### src/design/tic_pkg.sv
// constants shared by the timer-2 input capture block
// assumes a 20 MHz system clock and an AHB-Lite register bus
// Notes on behaviour
// RULE_01: reload/compare low byte holds low half of compare or reload value.
// RULE_02: reload/compare high byte holds high half of compare or reload value.
// RULE_03: software halts the timer before touching the counter bytes.
// RULE_04: select bit 1 means compare; else reload enable picks reload/capture.
// RULE_05: three channels, enables at bits 6..4 of capture control zero.
// RULE_06: enabled filter rejects input glitches shorter than 4 clocks.
// RULE_07: each channel detects falling, rising or both edges on one counter.
// RULE_08: a qualifying edge copies the 16-bit counter into that channel.
// RULE_09: a qualifying edge on channel n sets flag bit n.
// RULE_10: interrupt when a flag is set and both enables are one. Code also needs that flag's irqmask_r bit set.
// RULE_11: hardware never clears capture flags; software clears them.
// RULE_12: clear-after-capture zeroes the counter right after the snapshot.
// RULE_13: control, reload/compare and counter registers reset to zero.
// RULE_14: edge select 00 falling, 01 rising, 10 either, 11 reserved.
// RULE_15: counting only while run bit is one; clearing preserves the count.
// RULE_16: tick is system clock over 4, doubling per select step to 512.
// RULE_17: counter adds one per tick and wraps FFFF to 0000 as overflow.
// RULE_18: inputs are synchronised so each edge captures at most once.
package tic_pkg;
	// register indices; byte address is four times the index
	localparam logic [7:0] IDX_CAPCTL0 = 8'h92;
	localparam logic [7:0] IDX_EDGESEL = 8'h93;
	localparam logic [7:0] IDX_FILTCTL = 8'h94;
	localparam logic [7:0] IDX_TCTRL = 8'hC8;
	localparam logic [7:0] IDX_TMODE = 8'hC9;
	localparam logic [7:0] IDX_RCMP_LO = 8'hCA;
	localparam logic [7:0] IDX_RCMP_HI = 8'hCB;
	localparam logic [7:0] IDX_CNT_LO = 8'hCC;
	localparam logic [7:0] IDX_CNT_HI = 8'hCD;
	localparam logic [7:0] IDX_CAP0_LO = 8'hE4;
	localparam logic [7:0] IDX_CAP0_HI = 8'hE5;
	localparam logic [7:0] IDX_CAP1_LO = 8'hE6;
	localparam logic [7:0] IDX_CAP1_HI = 8'hE7;
	localparam logic [7:0] IDX_CAP2_LO = 8'hED;
	localparam logic [7:0] IDX_CAP2_HI = 8'hEE;
	localparam logic [7:0] IDX_IRQCTL = 8'hF0;
	localparam logic [7:0] IDX_IRQMASK = 8'hF1;
	// field positions
	localparam int CH_N = 3;
	localparam int POS_CAPEN = 4;
	localparam int POS_FILTEN = 4;
	localparam int POS_TOVF = 7;
	localparam int POS_RUN = 2;
	localparam int POS_CPRL = 0;
	localparam int POS_RLDEN = 7;
	localparam int POS_DIV = 4;
	localparam int POS_CAPCLR = 3;
	localparam int POS_GIE = 0;
	localparam int POS_CIE = 2;
	localparam logic [7:0] RST_BYTE = 8'h00;
	localparam logic [15:0] CNT_CLEAR = 16'h0000;
	// edge select codes
	localparam logic [1:0] EDGE_FALL = 2'b00;
	localparam logic [1:0] EDGE_RISE = 2'b01;
	localparam logic [1:0] EDGE_BOTH = 2'b10;
	// timing
	localparam int CLK_HZ = 20_000_000;
	localparam int FILT_CLOCKS = 4;
	localparam int PRESC_BASE = 4;
	localparam int PRESC_W = 9;
	typedef enum logic [1:0] {TIC_CAPTURE, TIC_RELOAD, TIC_COMPARE} tic_mode_e;
	function automatic tic_mode_e tic_mode(input logic cprl, input logic rlden);
		if (cprl)
			return TIC_COMPARE;
		return rlden ? TIC_RELOAD : TIC_CAPTURE;
	endfunction
endpackage

### src/design/tic_chan.sv
// one capture channel: synchroniser, glitch filter, edge detector
// assumes the pin is a plain level; capture pulse is one cycle
`timescale 1ns/1ps
module tic_chan
	import tic_pkg::*;
(
	// clock and reset
	input wire logic clk,
	input wire logic rst_n,
	// pin and controls
	input wire logic pin,
	input wire logic en,
	input wire logic filt_en,
	input wire logic [1:0] edge_sel,
	// capture strobe
	output logic cap
);
	localparam logic [1:0] FILT_LAST = 2'(FILT_CLOCKS - 1);
	logic s1_r, s2_r, filt_r, prev_r, cap_r;
	logic [1:0] run_r;
	always_ff @(posedge clk or negedge rst_n)
	begin
		if (!rst_n)
		begin
			s1_r <= 1'b0;
			s2_r <= 1'b0;
		end
		else
		begin
			s1_r <= pin; // RULE_18
			s2_r <= s1_r;
		end
	end
	// new level must persist FILT_CLOCKS samples before it is believed
	always_ff @(posedge clk or negedge rst_n)
	begin
		if (!rst_n)
		begin
			filt_r <= 1'b0;
			run_r <= '0;
		end
		else if (!filt_en || s2_r == filt_r)
		begin
			filt_r <= s2_r;
			run_r <= '0;
		end
		else if (run_r == FILT_LAST) // RULE_06
		begin
			filt_r <= s2_r;
			run_r <= '0;
		end
		else
			run_r <= run_r + 1'b1;
	end
	wire lvl = filt_en ? filt_r : s2_r;
	wire rise = lvl & ~prev_r;
	wire fall = ~lvl & prev_r;
	// reserved code 11 never fires
	wire hit = (edge_sel == EDGE_RISE && rise) ||
		(edge_sel == EDGE_FALL && fall) ||
		(edge_sel == EDGE_BOTH && (rise || fall)); // RULE_07 RULE_14
	always_ff @(posedge clk or negedge rst_n)
	begin
		if (!rst_n)
		begin
			prev_r <= 1'b0;
			cap_r <= 1'b0;
		end
		else
		begin
			prev_r <= lvl;
			cap_r <= en && hit; // RULE_05
		end
	end
	assign cap = cap_r;
endmodule // tic_chan

### src/design/tic_presc.sv
// timer tick divider: one-cycle tick every 4 << sel system clocks
// assumes run is a steady register bit from the owner
`timescale 1ns/1ps
module tic_presc
	import tic_pkg::*;
(
	// clock and reset
	input wire logic clk,
	input wire logic rst_n,
	// control
	input wire logic run,
	input wire logic [2:0] sel,
	// tick out
	output logic tick
);
	logic [PRESC_W-1:0] cnt_r;
	logic tick_r;
	wire [PRESC_W-1:0] lim = PRESC_W'((PRESC_BASE << sel) - 1); // RULE_16
	wire wrap = (cnt_r >= lim);
	always_ff @(posedge clk or negedge rst_n)
	begin
		if (!rst_n)
		begin
			cnt_r <= '0;
			tick_r <= 1'b0;
		end
		else
		begin
			// halted divider keeps its phase
			if (run) // RULE_15
				cnt_r <= wrap ? '0 : cnt_r + 1'b1;
			tick_r <= run && wrap;
		end
	end
	assign tick = tick_r;
endmodule // tic_presc

### src/design/tic_top.sv
// timer-2 input capture unit with AHB-Lite register slave
// assumes one 20 MHz clock; capture pins may be asynchronous, each channel synchronises its pin
//
// Decided for this implementation: the AHB-Lite interface to the registers.
`timescale 1ns/1ps
module tic_top
	import tic_pkg::*;
#(
	parameter int ADDR_W = 12
)
(
	// clock and reset
	input wire logic CLK_SYS,
	input wire logic RSTN,
	// ahb-lite slave
	input wire logic HSEL,
	input wire logic [ADDR_W-1:0] HADDR,
	input wire logic [1:0] HTRANS,
	input wire logic HWRITE,
	input wire logic [2:0] HSIZE,
	input wire logic [31:0] HWDATA,
	input wire logic HREADY,
	output logic [31:0] HRDATA,
	output logic HREADYOUT,
	output logic HRESP,
	// capture pins
	input wire logic [CH_N-1:0] CAP_IN,
	// interrupt and status
	output logic IRQ,
	output logic [1:0] TIMER_MODE
);
	if (ADDR_W < 10 || ADDR_W > 32)
		$error("tic_top: ADDR_W must be 10..32");

	// registers
	logic [7:0] capctl_r, edgesel_r, filtctl_r, tctrl_r, tmode_r;
	logic [7:0] rcmp_lo_r, rcmp_hi_r, irqctl_r, irqmask_r;
	logic [15:0] cnt_r;
	logic [15:0] capv_r [CH_N];
	// bus pipeline
	logic wr_pend_r, rd_pend_r, ready_r;
	logic [ADDR_W-1:0] addr_r;
	logic [31:0] rdata_r;
	logic irq_r;
	logic [1:0] mode_r;

	// address phase
	wire take = HSEL && HTRANS[1] && HREADY;
	wire [7:0] a_idx = addr_r[9:2];
	wire a_ok = (addr_r[1:0] == 2'b00) &&
		(ADDR_W == 10 || addr_r[ADDR_W-1:(ADDR_W > 10 ? 10 : 9)] == '0);
	wire [7:0] wb = HWDATA[7:0];
	function automatic logic wr_hit(input logic [7:0] idx);
		return wr_pend_r && a_ok && a_idx == idx;
	endfunction
	wire w_capctl = wr_hit(IDX_CAPCTL0);
	wire w_tctrl = wr_hit(IDX_TCTRL);
	wire w_cnt_lo = wr_hit(IDX_CNT_LO);
	wire w_cnt_hi = wr_hit(IDX_CNT_HI);

	// channels and prescaler
	wire run = tctrl_r[POS_RUN];
	wire tick;
	wire [CH_N-1:0] cap_raw;
	tic_presc u_presc (
		.clk(CLK_SYS),
		.rst_n(RSTN),
		.run(run),
		.sel(tmode_r[POS_DIV +: 3]),
		.tick(tick)
	);
	for (genvar i = 0; i < CH_N; i++)
	begin : g_ch
		tic_chan u_ch (
			.clk(CLK_SYS),
			.rst_n(RSTN),
			.pin(CAP_IN[i]),
			.en(capctl_r[POS_CAPEN + i]),
			.filt_en(filtctl_r[POS_FILTEN + i]),
			.edge_sel(edgesel_r[2*i +: 2]),
			.cap(cap_raw[i])
		);
	end

	// compare mode owns the counter; capture stands aside there
	wire tic_mode_e mode = tic_mode(tctrl_r[POS_CPRL], tmode_r[POS_RLDEN]); // RULE_04
	wire [CH_N-1:0] cap_ev = (mode != TIC_COMPARE) ? cap_raw : '0;
	wire any_cap = |cap_ev;
	wire ovf = tick && (cnt_r == 16'hFFFF); // RULE_17

	// counter: capture clear beats bus write beats tick
	wire [15:0] cnt_nxt =
		(any_cap && tmode_r[POS_CAPCLR]) ? CNT_CLEAR : // RULE_12
		w_cnt_lo ? {cnt_r[15:8], wb} :
		w_cnt_hi ? {wb, cnt_r[7:0]} :
		tick ? cnt_r + 16'h0001 : cnt_r; // RULE_15 RULE_17
	// software writes one to clear; a new event in that cycle still sets
	wire [CH_N-1:0] flag_clr = w_capctl ? wb[CH_N-1:0] : '0;
	wire [CH_N-1:0] flag_nxt =
		(capctl_r[CH_N-1:0] & ~flag_clr) | cap_ev; // RULE_09 RULE_11
	wire [7:0] capctl_nxt = w_capctl ?
		{1'b0, wb[POS_CAPEN +: CH_N], 1'b0, flag_nxt} :
		{capctl_r[7:CH_N], flag_nxt};
	wire tovf_nxt = (tctrl_r[POS_TOVF] &
		~(w_tctrl & wb[POS_TOVF])) | ovf;
	wire [7:0] tctrl_nxt = w_tctrl ?
		{tovf_nxt, 4'h0, wb[POS_RUN], 1'b0, wb[POS_CPRL]} :
		{tovf_nxt, tctrl_r[6:0]};
	wire irq_nxt = |(flag_nxt & irqmask_r[CH_N-1:0]) &&
		irqctl_r[POS_CIE] && irqctl_r[POS_GIE]; // RULE_10

	// read mux
	function automatic logic [7:0] rd_sel(input logic [7:0] idx);
		unique case (idx)
			IDX_CAPCTL0: return capctl_r;
			IDX_EDGESEL: return edgesel_r;
			IDX_FILTCTL: return filtctl_r;
			IDX_TCTRL: return tctrl_r;
			IDX_TMODE: return tmode_r;
			IDX_RCMP_LO: return rcmp_lo_r;
			IDX_RCMP_HI: return rcmp_hi_r;
			IDX_CNT_LO: return cnt_r[7:0];
			IDX_CNT_HI: return cnt_r[15:8];
			IDX_CAP0_LO: return capv_r[0][7:0];
			IDX_CAP0_HI: return capv_r[0][15:8];
			IDX_CAP1_LO: return capv_r[1][7:0];
			IDX_CAP1_HI: return capv_r[1][15:8];
			IDX_CAP2_LO: return capv_r[2][7:0];
			IDX_CAP2_HI: return capv_r[2][15:8];
			IDX_IRQCTL: return irqctl_r;
			IDX_IRQMASK: return irqmask_r;
			default: return RST_BYTE;
		endcase
	endfunction
	wire [31:0] rd_word = {24'h00_0000, a_ok ? rd_sel(a_idx) : RST_BYTE};

	// bus handshake; reads take one wait state so a prior write is seen
	always_ff @(posedge CLK_SYS or negedge RSTN)
	begin
		if (!RSTN)
		begin
			wr_pend_r <= 1'b0;
			rd_pend_r <= 1'b0;
			ready_r <= 1'b1;
			addr_r <= '0;
			rdata_r <= 32'h0000_0000;
		end
		else
		begin
			wr_pend_r <= take && HWRITE;
			rd_pend_r <= take && !HWRITE;
			if (take)
				addr_r <= HADDR;
			ready_r <= !(take && !HWRITE);
			if (rd_pend_r)
				rdata_r <= rd_word;
		end
	end

	// control and configuration
	always_ff @(posedge CLK_SYS or negedge RSTN)
	begin
		if (!RSTN)
		begin
			capctl_r <= RST_BYTE; // RULE_13
			tctrl_r <= RST_BYTE;
			tmode_r <= RST_BYTE;
			edgesel_r <= RST_BYTE;
			filtctl_r <= RST_BYTE;
			irqctl_r <= RST_BYTE;
			irqmask_r <= RST_BYTE;
		end
		else
		begin
			capctl_r <= capctl_nxt; // RULE_05
			tctrl_r <= tctrl_nxt;
			if (wr_hit(IDX_TMODE))
				tmode_r <= wb;
			if (wr_hit(IDX_EDGESEL))
				edgesel_r <= {2'b00, wb[5:0]};
			if (wr_hit(IDX_FILTCTL))
				filtctl_r <= {1'b0, wb[POS_FILTEN +: CH_N], 4'h0};
			if (wr_hit(IDX_IRQCTL))
				irqctl_r <= {5'h00, wb[POS_CIE], 1'b0, wb[POS_GIE]};
			if (wr_hit(IDX_IRQMASK))
				irqmask_r <= {5'h00, wb[CH_N-1:0]};
		end
	end

	// reload/compare value is only stored and read back; no compare or reload path uses it
	always_ff @(posedge CLK_SYS or negedge RSTN)
	begin
		if (!RSTN)
		begin
			rcmp_lo_r <= RST_BYTE; // RULE_13
			rcmp_hi_r <= RST_BYTE;
			cnt_r <= CNT_CLEAR;
		end
		else
		begin
			if (wr_hit(IDX_RCMP_LO))
				rcmp_lo_r <= wb; // RULE_01
			if (wr_hit(IDX_RCMP_HI))
				rcmp_hi_r <= wb; // RULE_02
			// byte writes while running can tear the count
			cnt_r <= cnt_nxt;
		end
	end

	// snapshot takes the counter before any clear of the same cycle
	for (genvar i = 0; i < CH_N; i++)
	begin : g_cap
		wire [7:0] lo_idx = (i == 0) ? IDX_CAP0_LO :
			(i == 1) ? IDX_CAP1_LO : IDX_CAP2_LO;
		wire [7:0] hi_idx = (i == 0) ? IDX_CAP0_HI :
			(i == 1) ? IDX_CAP1_HI : IDX_CAP2_HI;
		always_ff @(posedge CLK_SYS or negedge RSTN)
		begin
			if (!RSTN)
				capv_r[i] <= CNT_CLEAR;
			else if (cap_ev[i])
				capv_r[i] <= cnt_r; // RULE_08
			else if (wr_hit(lo_idx))
				capv_r[i] <= {capv_r[i][15:8], wb};
			else if (wr_hit(hi_idx))
				capv_r[i] <= {wb, capv_r[i][7:0]};
		end
	end

	// outputs
	always_ff @(posedge CLK_SYS or negedge RSTN)
	begin
		if (!RSTN)
		begin
			irq_r <= 1'b0;
			mode_r <= 2'b00;
		end
		else
		begin
			irq_r <= irq_nxt; // RULE_10
			mode_r <= mode;
		end
	end
	assign HRDATA = rdata_r;
	assign HREADYOUT = ready_r;
	assign HRESP = 1'b0;
	assign IRQ = irq_r;
	assign TIMER_MODE = mode_r;
endmodule // tic_top

### config.mk
export PLATFORM = sky130hd
export DESIGN_NAME = tic_top
export DESIGN_NICKNAME = d
export VERILOG_FILES = /design/src/design/tic_pkg.sv /design/src/design/tic_chan.sv /design/src/design/tic_presc.sv /design/src/design/tic_top.sv
export SDC_FILE = /design/constraint.sdc
export NUM_CORES = 1
export LEC_CHECK = 0
export BUFFER_PORTS_ARGS = -buffer_cell sky130_fd_sc_hd__buf_2
export CORE_ASPECT_RATIO = 1.1
export CORE_MARGIN = 2
export CORE_UTILIZATION = 47
export DETAILED_ROUTE_END_ITERATION = 8
export PLACE_DENSITY = 0.69
export SLEW_MARGIN = 20
export SYNTH_ARGS = -nofsm -noshare
export SYNTH_HDL_FRONTEND = slang
export SYNTH_SLANG_ARGS = --single-unit
### constraint.sdc
create_clock -name CLK_SYS -period 3.1 [get_ports CLK_SYS]
set_input_delay 0.62 -clock CLK_SYS [delete_from_list [all_inputs] [get_ports CLK_SYS]]
set_output_delay 0.62 -clock CLK_SYS [all_outputs]
set_load 0.02 [all_outputs]
# Word level (Yosys, flattened, before mapping)
# Index checks and enable logic that the tools add are counted.
# totals
ff_bits,168
inputBits,57
wordCells,227
# op_classes
n_lt_le_gt_ge,1
n_eq_ne,36
n_mux,37
shift,1
reduce_logical,80
n_addsub,6
bitwise,20
# ops
operator,count
$mux W16,13
$eq A8 B8 Y1 const B,17
$pmux W8 S17,1
$logic_and A1 B1 Y1,40
$reduce_bool A2 Y1,9
$add A16 B1 Y16 const B,1
$eq A16 B16 Y1 const B,1
$mux W2,8
$eq A2 B2 Y1 const B,6
$logic_or A1 B1 Y1,12
$mux W1,11
$logic_not A2 Y1,5
$reduce_and A2 Y1,5
$add A9 B1 Y9 const B,1
$ge A9 B9 Y1,1
$mux W9,1
$shl A3 B3 Y9 const A,1
$sub A9 B2 Y9 const B,1
$and A1 B1 Y1,8
$mux W8,1
$ne A2 B2 Y1 const B,4
$not A1 Y1,7
$add A2 B1 Y2 const B,3
$and A3 B3 Y3,2
other kinds (11),22

# Depth between registers and ports, before layout
# Gate-level depths: netlist of the first run.
# depth
word_depth,12
depth_mapped,14
ltp_nobuf,13

# Hierarchy
# From an unflattened synthesis of the first run, not the netlist that was laid out.
# unflattened
cells_unflattened,901
hier_area_um2,9191.3
# by_module_without_submodules
module,cells_each,n_inst,seq_area_each_um2,area_per_inst_um2
tic_top,758,1,3429.5,7574.8
tic_presc,75,1,250.2,710.7
tic_chan at g_ch[1].u_ch ...,22,2,175.2,295.3
tic_chan at g_ch[0].u_ch,24,1,175.2,315.3

# Worst setup path after synthesis of the first run
# No wires, ideal clock.
# synth_timing
kind,flip-flop to flip-flop
start,register tmode_r[4]
end,register u_presc.cnt_r[4]
path_slack_ps,109
setup_time_ps,64
arrival_time_ps,2926
synth_period_minus_slack_ps,2991
stages_incl_launch_ff,15
cell_sequence,dfrtp_1 clkbuf_1 or3_1 ha_1 clkbuf_1 nor3_1 a21oi_1 o21a_1 ha_1 nand3_1 o31ai_1 a221o_1 or2_2 nor3_1 a211o_1
# synth_between
elab_chain_cells,4
# synth_rtl
item,line_no,rtl
from (decl),tic_top.sv:36,"logic [7:0] capctl_r, edgesel_r, filtctl_r, tctrl_r, tmode_r;"
from (signal assigned),tic_top.sv:178,tmode_r <= wb;
$shl A3 B3 Y9,tic_presc.sv:18,wire [PRESC_W-1:0] lim = PRESC_W'((PRESC_BASE << sel) - 1);
$sub A9 B2 Y9,tic_presc.sv:18,
$ge A9 B9 Y1,tic_presc.sv:19,wire wrap = (cnt_r >= lim);
$mux W9,tic_presc.sv:31,cnt_r <= wrap ? '0 : cnt_r + 1'b1;
to (signal assigned),tic_presc.sv:31,
to (decl),tic_presc.sv:16,logic [PRESC_W-1:0] cnt_r;
# No other way between the ends.
# A chain may end at the register's enable or synchronous reset.

# Worst setup path after layout of the first run
# layout_timing
start,register tmode_r[5]
end,register u_presc.cnt_r[4]
# The elaborated chain is that of the path after synthesis.

==> results.ini, run 1 <==
[final_layout]
layout.nets=994
design_area_sq_um=10100
drive_above_1_share_pct=19.4
diodes=0
fin_util_pct=53.5
syn2layout_area_growth_pct=12.1

[timing]
rsz0062_at_grt=no
hold_viol_final=0
setup_viol_count_final=0
fmax_mhz=346
fin_skew_ns=0.00802
drv_slew=0
fin_crit_ns=2.89
timing.setup.tns_ns=0
slew_headroom_pct=54.5
min_period_over_period_pct=93.3
fin_ws_ns=0.207
tightest_slew_ns=0.676

[floorplan]
die_h_um=150
rows=53
die_w_um=136
start_util_pct=47.7
ios=94
die_area_sq_um=20400
core_sq_um=19000

[placed_design]
gp_congestion=0.930
dp_slack_ns=0.162
dp_hpwl_mm=16.8
placed_area_sq_um=9510
io_buffers=40

[clock_tree]
cts_root_buf=clkbuf_16
clockBufferDepth=2
htree_levels=4
cts.reportedPaths.clkPinSlew_ns=0.06
cts_sinks=168
cts_hold_buf=0
postCtsSetupBuffers=0
clk_latency_ns=0.44
cts_tree=yes
numCtsBuffers=17

[synth]
synthTopCellsByCount=dfrtp_1, nand2_1, o21ai_1
netlist.area_leader.share_pct=46.2
postSynthCellCount=883
synthFlopType=dfrtp_1
synth_xor_area_share_pct=0.871
ys_ff_latch=168
synthTopCellsByArea=dfrtp_1, mux2i_1, mux2_2, nand2_1, o21ai_1
synth_adder_area_share_pct=2.63
yosys.area_share.simple_pct=15.6
synthArstFlopShare_pct=100
postSynthAreaPerCell_sq_um=10.2
syn_area_sq_um=9050
synth_compound_area_share_pct=13.0
synth_area_leader_cell=dfrtp_1
synthMostInstantiatedCell=dfrtp_1
synthMuxAreaShare_pct=16.1
synth_top_family_by_area=multiplexers
synth_warnings=0
synth_edf_count=0
yosysSeqAreaShare_pct=46.5
synth_cell_type_count=73

[critical_path]
arrival_ns=3.27
cp-start-kind=flop
crit_required_ns=3.48
cp-end-kind=flop
worstPathMaxFanout=8
path_class=reg -> reg

[power_and_ir_drop]
peakVddDrop_uv=451
p_leak_nw=4.17
p_per_area_nw_per_um2=555

[routing]
first_pass_iters=5
drt-total-wl_mm=24.2
drc_errors=0
first_iter_violations=701
vias=6992
vias_per_cell=5.94
wire_per_inst_um=20.5
antenna_left=0

[global_routing]
grt_pass1_vias=6834
grt-ovfl-total=0
grt_antenna_before_repair=0
grt_use_total_pct=24.8
grt_pass1_wl_mm=38.2
grt_max_degree=63

[outcome]
outcome=complete, no violations

[hold_path]
hold_class=in -> async

[run]
maxCapViolCount=0

## power by group
group / internal, mW / total, mW / switching, mW
Combinational: 0.311 / 0.792 / 0.482
Clock: 1.35 / 2.26 / 0.907
Sequential: 2.32 / 2.58 / 0.260
Total: 3.98 / 5.63 / 1.65
## worst max-delay path: stages (launching register included)
cell and delay (ns):
dfrtp_2 0.45, or3_1 0.35, ha_2 0.23, nor3_1 0.15
a21oi_1 0.06, o21a_1 0.17, ha_1 0.30, a21oi_1 0.13
o21ai_0 0.10, a221o_1 0.31, or2_2 0.32, nor3_1 0.14
a211o_1 0.12
## metrics by stage
stage,hold WS [ns],power (mW),instances
4_1_cts,0.165,5.64,1178
6_report,0.146,5.63,1178
5_1_grt,0.188,5.85,1178
3_5_place_dp,0.340,3.38,1146
3_3_place_gp,0.333,3.38,1146
2_1_floorplan,0.324,3.09,907
## state kept, by name, indices dropped and copies added, names as in the netlist, 3 cells and up
| signal | cells |
|---|---|
| irqmask_r | 3 |
| tctrl_r | 3 |
| tmode_r | 8 |
| capctl_r | 6 |
| g_ch.u_ch.prev_r | 3 |
| cnt_r | 16 |
| edgesel_r | 6 |
| rcmp_lo_r | 8 |
| g_ch.u_ch.s2_r | 3 |
| rcmp_hi_r | 8 |
| addr_r | 12 |
| filtctl_r | 3 |
| g_ch.u_ch.s1_r | 3 |
| g_ch.u_ch.filt_r | 3 |
| u_presc.cnt_r | 9 |
| capv_r | 48 |
| g_ch.u_ch.run_r | 6 |
| g_ch.u_ch.cap | 3 |
| HRDATA | 8 |
## layout make-up
class                   count  area, sq um
multi-input cells         642         4460
repair buffers             69          462
clock inverters            14          198
inverters                  20         75.1
clock buffers              18          429
fillers                  1708         8820
flip-flops and latches    168         4210
well taps                 247          309
## routing by layer
layer	vias to the layer above	share of wire, %	GRT usage (%)
met3	78	6.8	4.84
met2	280	47	38.7
met4	0	4.4	13.1
met1	3433	42	32.6
li1	3201	-	-
met5	-	0	0
## cell usage in the layout, fill, tap and decap left out, types with 6 or more instances in the layout
master / count
dfrtp_1: 166
nor2b_1: 6
nor2_1: 50
mux4_2: 6
and2_1: 8
o21ai_1: 66
o21ai_0: 23
nand4_1: 9
conb_1: 25
a32oi_1: 6
mux2i_1: 62
and3_1: 7
nand2_1: 92
a21oi_1: 25
mux2_2: 47
ha_1: 18
nand2b_1: 10
inv_1: 20
o22ai_1: 14
nand3_1: 23
buf_2: 39
mux2_1: 15
a22oi_1: 16
nor3_1: 16
buf_4: 26
clkbuf_16: 17
## final timing paths
path                       slack, ns  depth (start not counted)                      endpoint                   startpoint
max                             0.21                         12  u_presc.cnt_r[4]$_DFFE_PN0P_       tmode_r[5]$_DFFE_PN0P_
min                             0.15                          1  u_presc.cnt_r[5]$_DFFE_PN0P_                         RSTN
max reg2reg                     0.21                         12  u_presc.cnt_r[4]$_DFFE_PN0P_       tmode_r[5]$_DFFE_PN0P_
min reg2reg                     0.35                          0   g_ch[1].u_ch.s2_r$_DFF_PN0_  g_ch[1].u_ch.s1_r$_DFF_PN0_
max in group asynchronous       2.21                          2           HREADYOUT$_DFF_PN1_                         RSTN
min in group CLK_SYS            0.29                          1   g_ch[0].u_ch.s1_r$_DFF_PN0_                    CAP_IN[0]
## cell families after synthesis
group | after synthesis
muxes | 130
and+or+nand+nor | 269
DFF | 168
adders and majority gates | 19
buffers and inverters | 97
AOI/OAI and AO/OA | 190
other | 1
xor gates and xnor gates | 9
## what timing repair did
item,CTS,global route
setup endpoints to repair,0,2
resized for setup,0,3
endpoints found under the hold margin,0,0
Note: power is estimated with default switching activity, not from simulation.
==> run 2: changes to the inputs <==
--- a/config.mk
+++ b/config.mk
@@ -9,6 +9,7 @@
 export CORE_ASPECT_RATIO = 1.1
 export CORE_MARGIN = 2
 export CORE_UTILIZATION = 47
+export CTS_BUF_LIST = sky130_fd_sc_hd__clkbuf_4
 export DETAILED_ROUTE_END_ITERATION = 8
 export PLACE_DENSITY = 0.69
 export SLEW_MARGIN = 20
==> run 2 against run 1 <==
Sequential share of layout area increased by 1.1 points. Largest cell class unchanged. Clock power decreased by 35%. Fmax down 0.30%. Non-clock buffer count rose by 4. Utilization is 1.4 points lower. Final cell count rose by 0.34%. Routed wire length is 0.91% lower. Critical path depth did not move. Worst setup slack got worse by 0.0087 ns. Total power is 14% lower. Register-to-register slack about the same. Die area unchanged.
==> results.ini, run 2 (synthesis gave the netlist of run 1 again) <==
[outcome]
outcome=complete, no violations

[critical_path]
r2r_slack_ns=0.20  ; about the same
rr_worst_depth=12  ; unchanged
path_buf_inv=0  ; unchanged
reg2reg_to=u_presc.cnt_r[3]$_DFFE_PN0P_
cp-start-kind=flop
cp-end-kind=flop
cp.depth=12  ; unchanged
crit_chain=or3_1, ha_2, nor3_1, a21oi_1, o21a_1, ha_1, a21oi_1, o21ai_0, a221o_1, or2_2, nor3_1, a211o_1
critical_path.top_delay_family=simple AND/OR/NAND/NOR gates
worstReg2RegStart=tmode_r[5]$_DFFE_PN0P_
crit_required_ns=3.64  ; +0.16 ns
worstPathMaxFanout=6  ; -2
path_class=reg -> reg
startpoint=tmode_r[5]$_DFFE_PN0P_
critPathMaxStageDelay_ns=0.47  ; +0.02 ns
arrival_ns=3.44  ; +0.17 ns
crit_slowest_cell=dfrtp_2
crit_path_end=u_presc.cnt_r[3]$_DFFE_PN0P_

[final_layout]
mostFrequentLayoutCell=dfrtp_1
syn2layout_area_growth_pct=9.17
nFillCells=1740  ; +1.9%
diodes=0  ; unchanged
drive_above_1_share_pct=19.7  ; +0.24 points
regMostFlops=capv_r
largest_register_ffs=48  ; unchanged
layout_common_cells=dfrtp_1, nand2_1, o21ai_1
reg.largest.list=capv_r (48), cnt_r (16), addr_r (12)
finalNonFillerCells=1182  ; +0.34%
layout.nets=998  ; +0.40%

[routing]
vias_per_cell=5.88  ; -0.98%
drt-total-wl_mm=23.9  ; -0.91%
vias=6947  ; -0.64%
first_pass_iters=7  ; +2
drc_errors=0  ; unchanged
first_iter_violations=718  ; +2.4%
antenna_left=0  ; unchanged
wire_per_inst_um=20.3  ; -1.2%

[global_routing]
grt_use_total_pct=24.4  ; -0.41 points
grt_antenna_before_repair=0  ; unchanged
grt_max_degree=63  ; unchanged
grt-ovfl-total=0  ; unchanged
grt_pass1_wl_mm=37.7  ; -1.2%
grt_pass1_vias=6768  ; -0.97%

[power_and_ir_drop]
p_leak_nw=4.06  ; -2.6%
p_per_area_nw_per_um2=488  ; -12%
peakVddDrop_uv=404  ; -10%

[clock_tree]
numCtsBuffers=17  ; unchanged
cts_tree=yes
htree_levels=4  ; unchanged
clockBufferDepth=2  ; unchanged
cts_root_buf=clkbuf_4
clk_latency_ns=0.59  ; +0.15 ns
cts.reportedPaths.clkPinSlew_ns=0.15  ; +0.09 ns
cts_sinks=168  ; unchanged

[floorplan]
core_sq_um=19000  ; unchanged
die_w_um=136  ; unchanged
rows=53  ; unchanged
die_area_sq_um=20400  ; unchanged
ios=94  ; unchanged
start_util_pct=47.7  ; unchanged
die_h_um=150  ; unchanged

[timing]
min_period_over_period_pct=93.6  ; +0.28 points
fin_crit_ns=2.90  ; +0.00869 ns
fin_skew_ns=0.0189  ; +0.0109 ns
setup_viol_count_final=0  ; unchanged
tightest_slew_ns=0.671  ; -0.00534 ns
hold_viol_final=0  ; unchanged
fmax_mhz=345  ; -0.30%
drv_slew=0  ; unchanged
hold_ws_ns=0.131  ; -0.0153 ns
slew_headroom_pct=54.9  ; +0.36 points

[hold_path]
hold_class=in -> reg
hold_start=CAP_IN[0]

[placed_design]
io_buffers=40  ; unchanged
dp_hpwl_mm=16.8  ; unchanged
gp_congestion=0.930  ; unchanged
dp_cells=1146  ; unchanged

[run]
maxCapViolCount=0  ; unchanged

[run 2: per-stage QoR]
stage | total power [mW] | worst slack, ns | setup TNS, ns | instance area, sq um | util [%]
2_1_floorplan | 3.09 | 0.109 | 0 | 9140 | -
3_3_place_gp | 3.38 | 0.197 | 0 | 9510 | 50.1
3_5_place_dp | 3.38 | 0.162 | 0 | 9510 | 50.1
4_1_cts | 4.83 | 0.127 | 0 | 9850 | 51.9
5_1_grt | 5.03 | -0.00697 | -0.00697 | 9880 | 52.1
6_report | 4.81 | 0.198 | 0 | 9880 | 52.1
[run 2: report_power, final]
group	switching, mW	internal [mW]
registers	0.259	2.31
clock network	0.801	0.655
logic	0.477	0.310
total	1.54	3.28
[run 2: how the worst min path moves through the flow]
stage / to / slack [ns] / cells past startpoint
global route: g_ch[1].u_ch.s1_r$_DFF_PN0_ / 0.09 / 1
floorplan: HRDATA[0]$_DFFE_PN0P_ / 0.32 / 0
global placement: g_ch[0].u_ch.s2_r$_DFF_PN0_ / 0.33 / 0
CTS: g_ch[0].u_ch.s1_r$_DFF_PN0_ / 0.09 / 1
finish: g_ch[0].u_ch.s1_r$_DFF_PN0_ / 0.13 / 1
detailed placement: g_ch[1].u_ch.s2_r$_DFF_PN0_ / 0.34 / 0
[run 2: timing repair]
item,CTS,global route
hold buffers,1,0
setup endpoints to repair,0,3
gates resized for setup,0,2
endpoints found under the hold margin,47,0
buffers inserted,0,3
[run 2: layout make-up]
class | instances | area (sq um) | area share (%)
sequential | 168 | 4210 | 42.6
inverter | 20 | 75.1 | 0.760
clock buffer | 18 | 135 | 1.37
clock inverter | 14 | 198 | 2.00
timing repair buffer | 73 | 494 | 5.00
multi-input combinational | 642 | 4460 | 45.1
tap | 247 | 309 | 3.13
[run 2: layer usage]
layer	vias up	routed length [um]	GRT usage [%]
li1	3208	-	-
met1	3406	10100	32.5
met2	272	11300	38.5
met3	61	1630	4.54
met4	0	896	11.3
met5	-	0	0
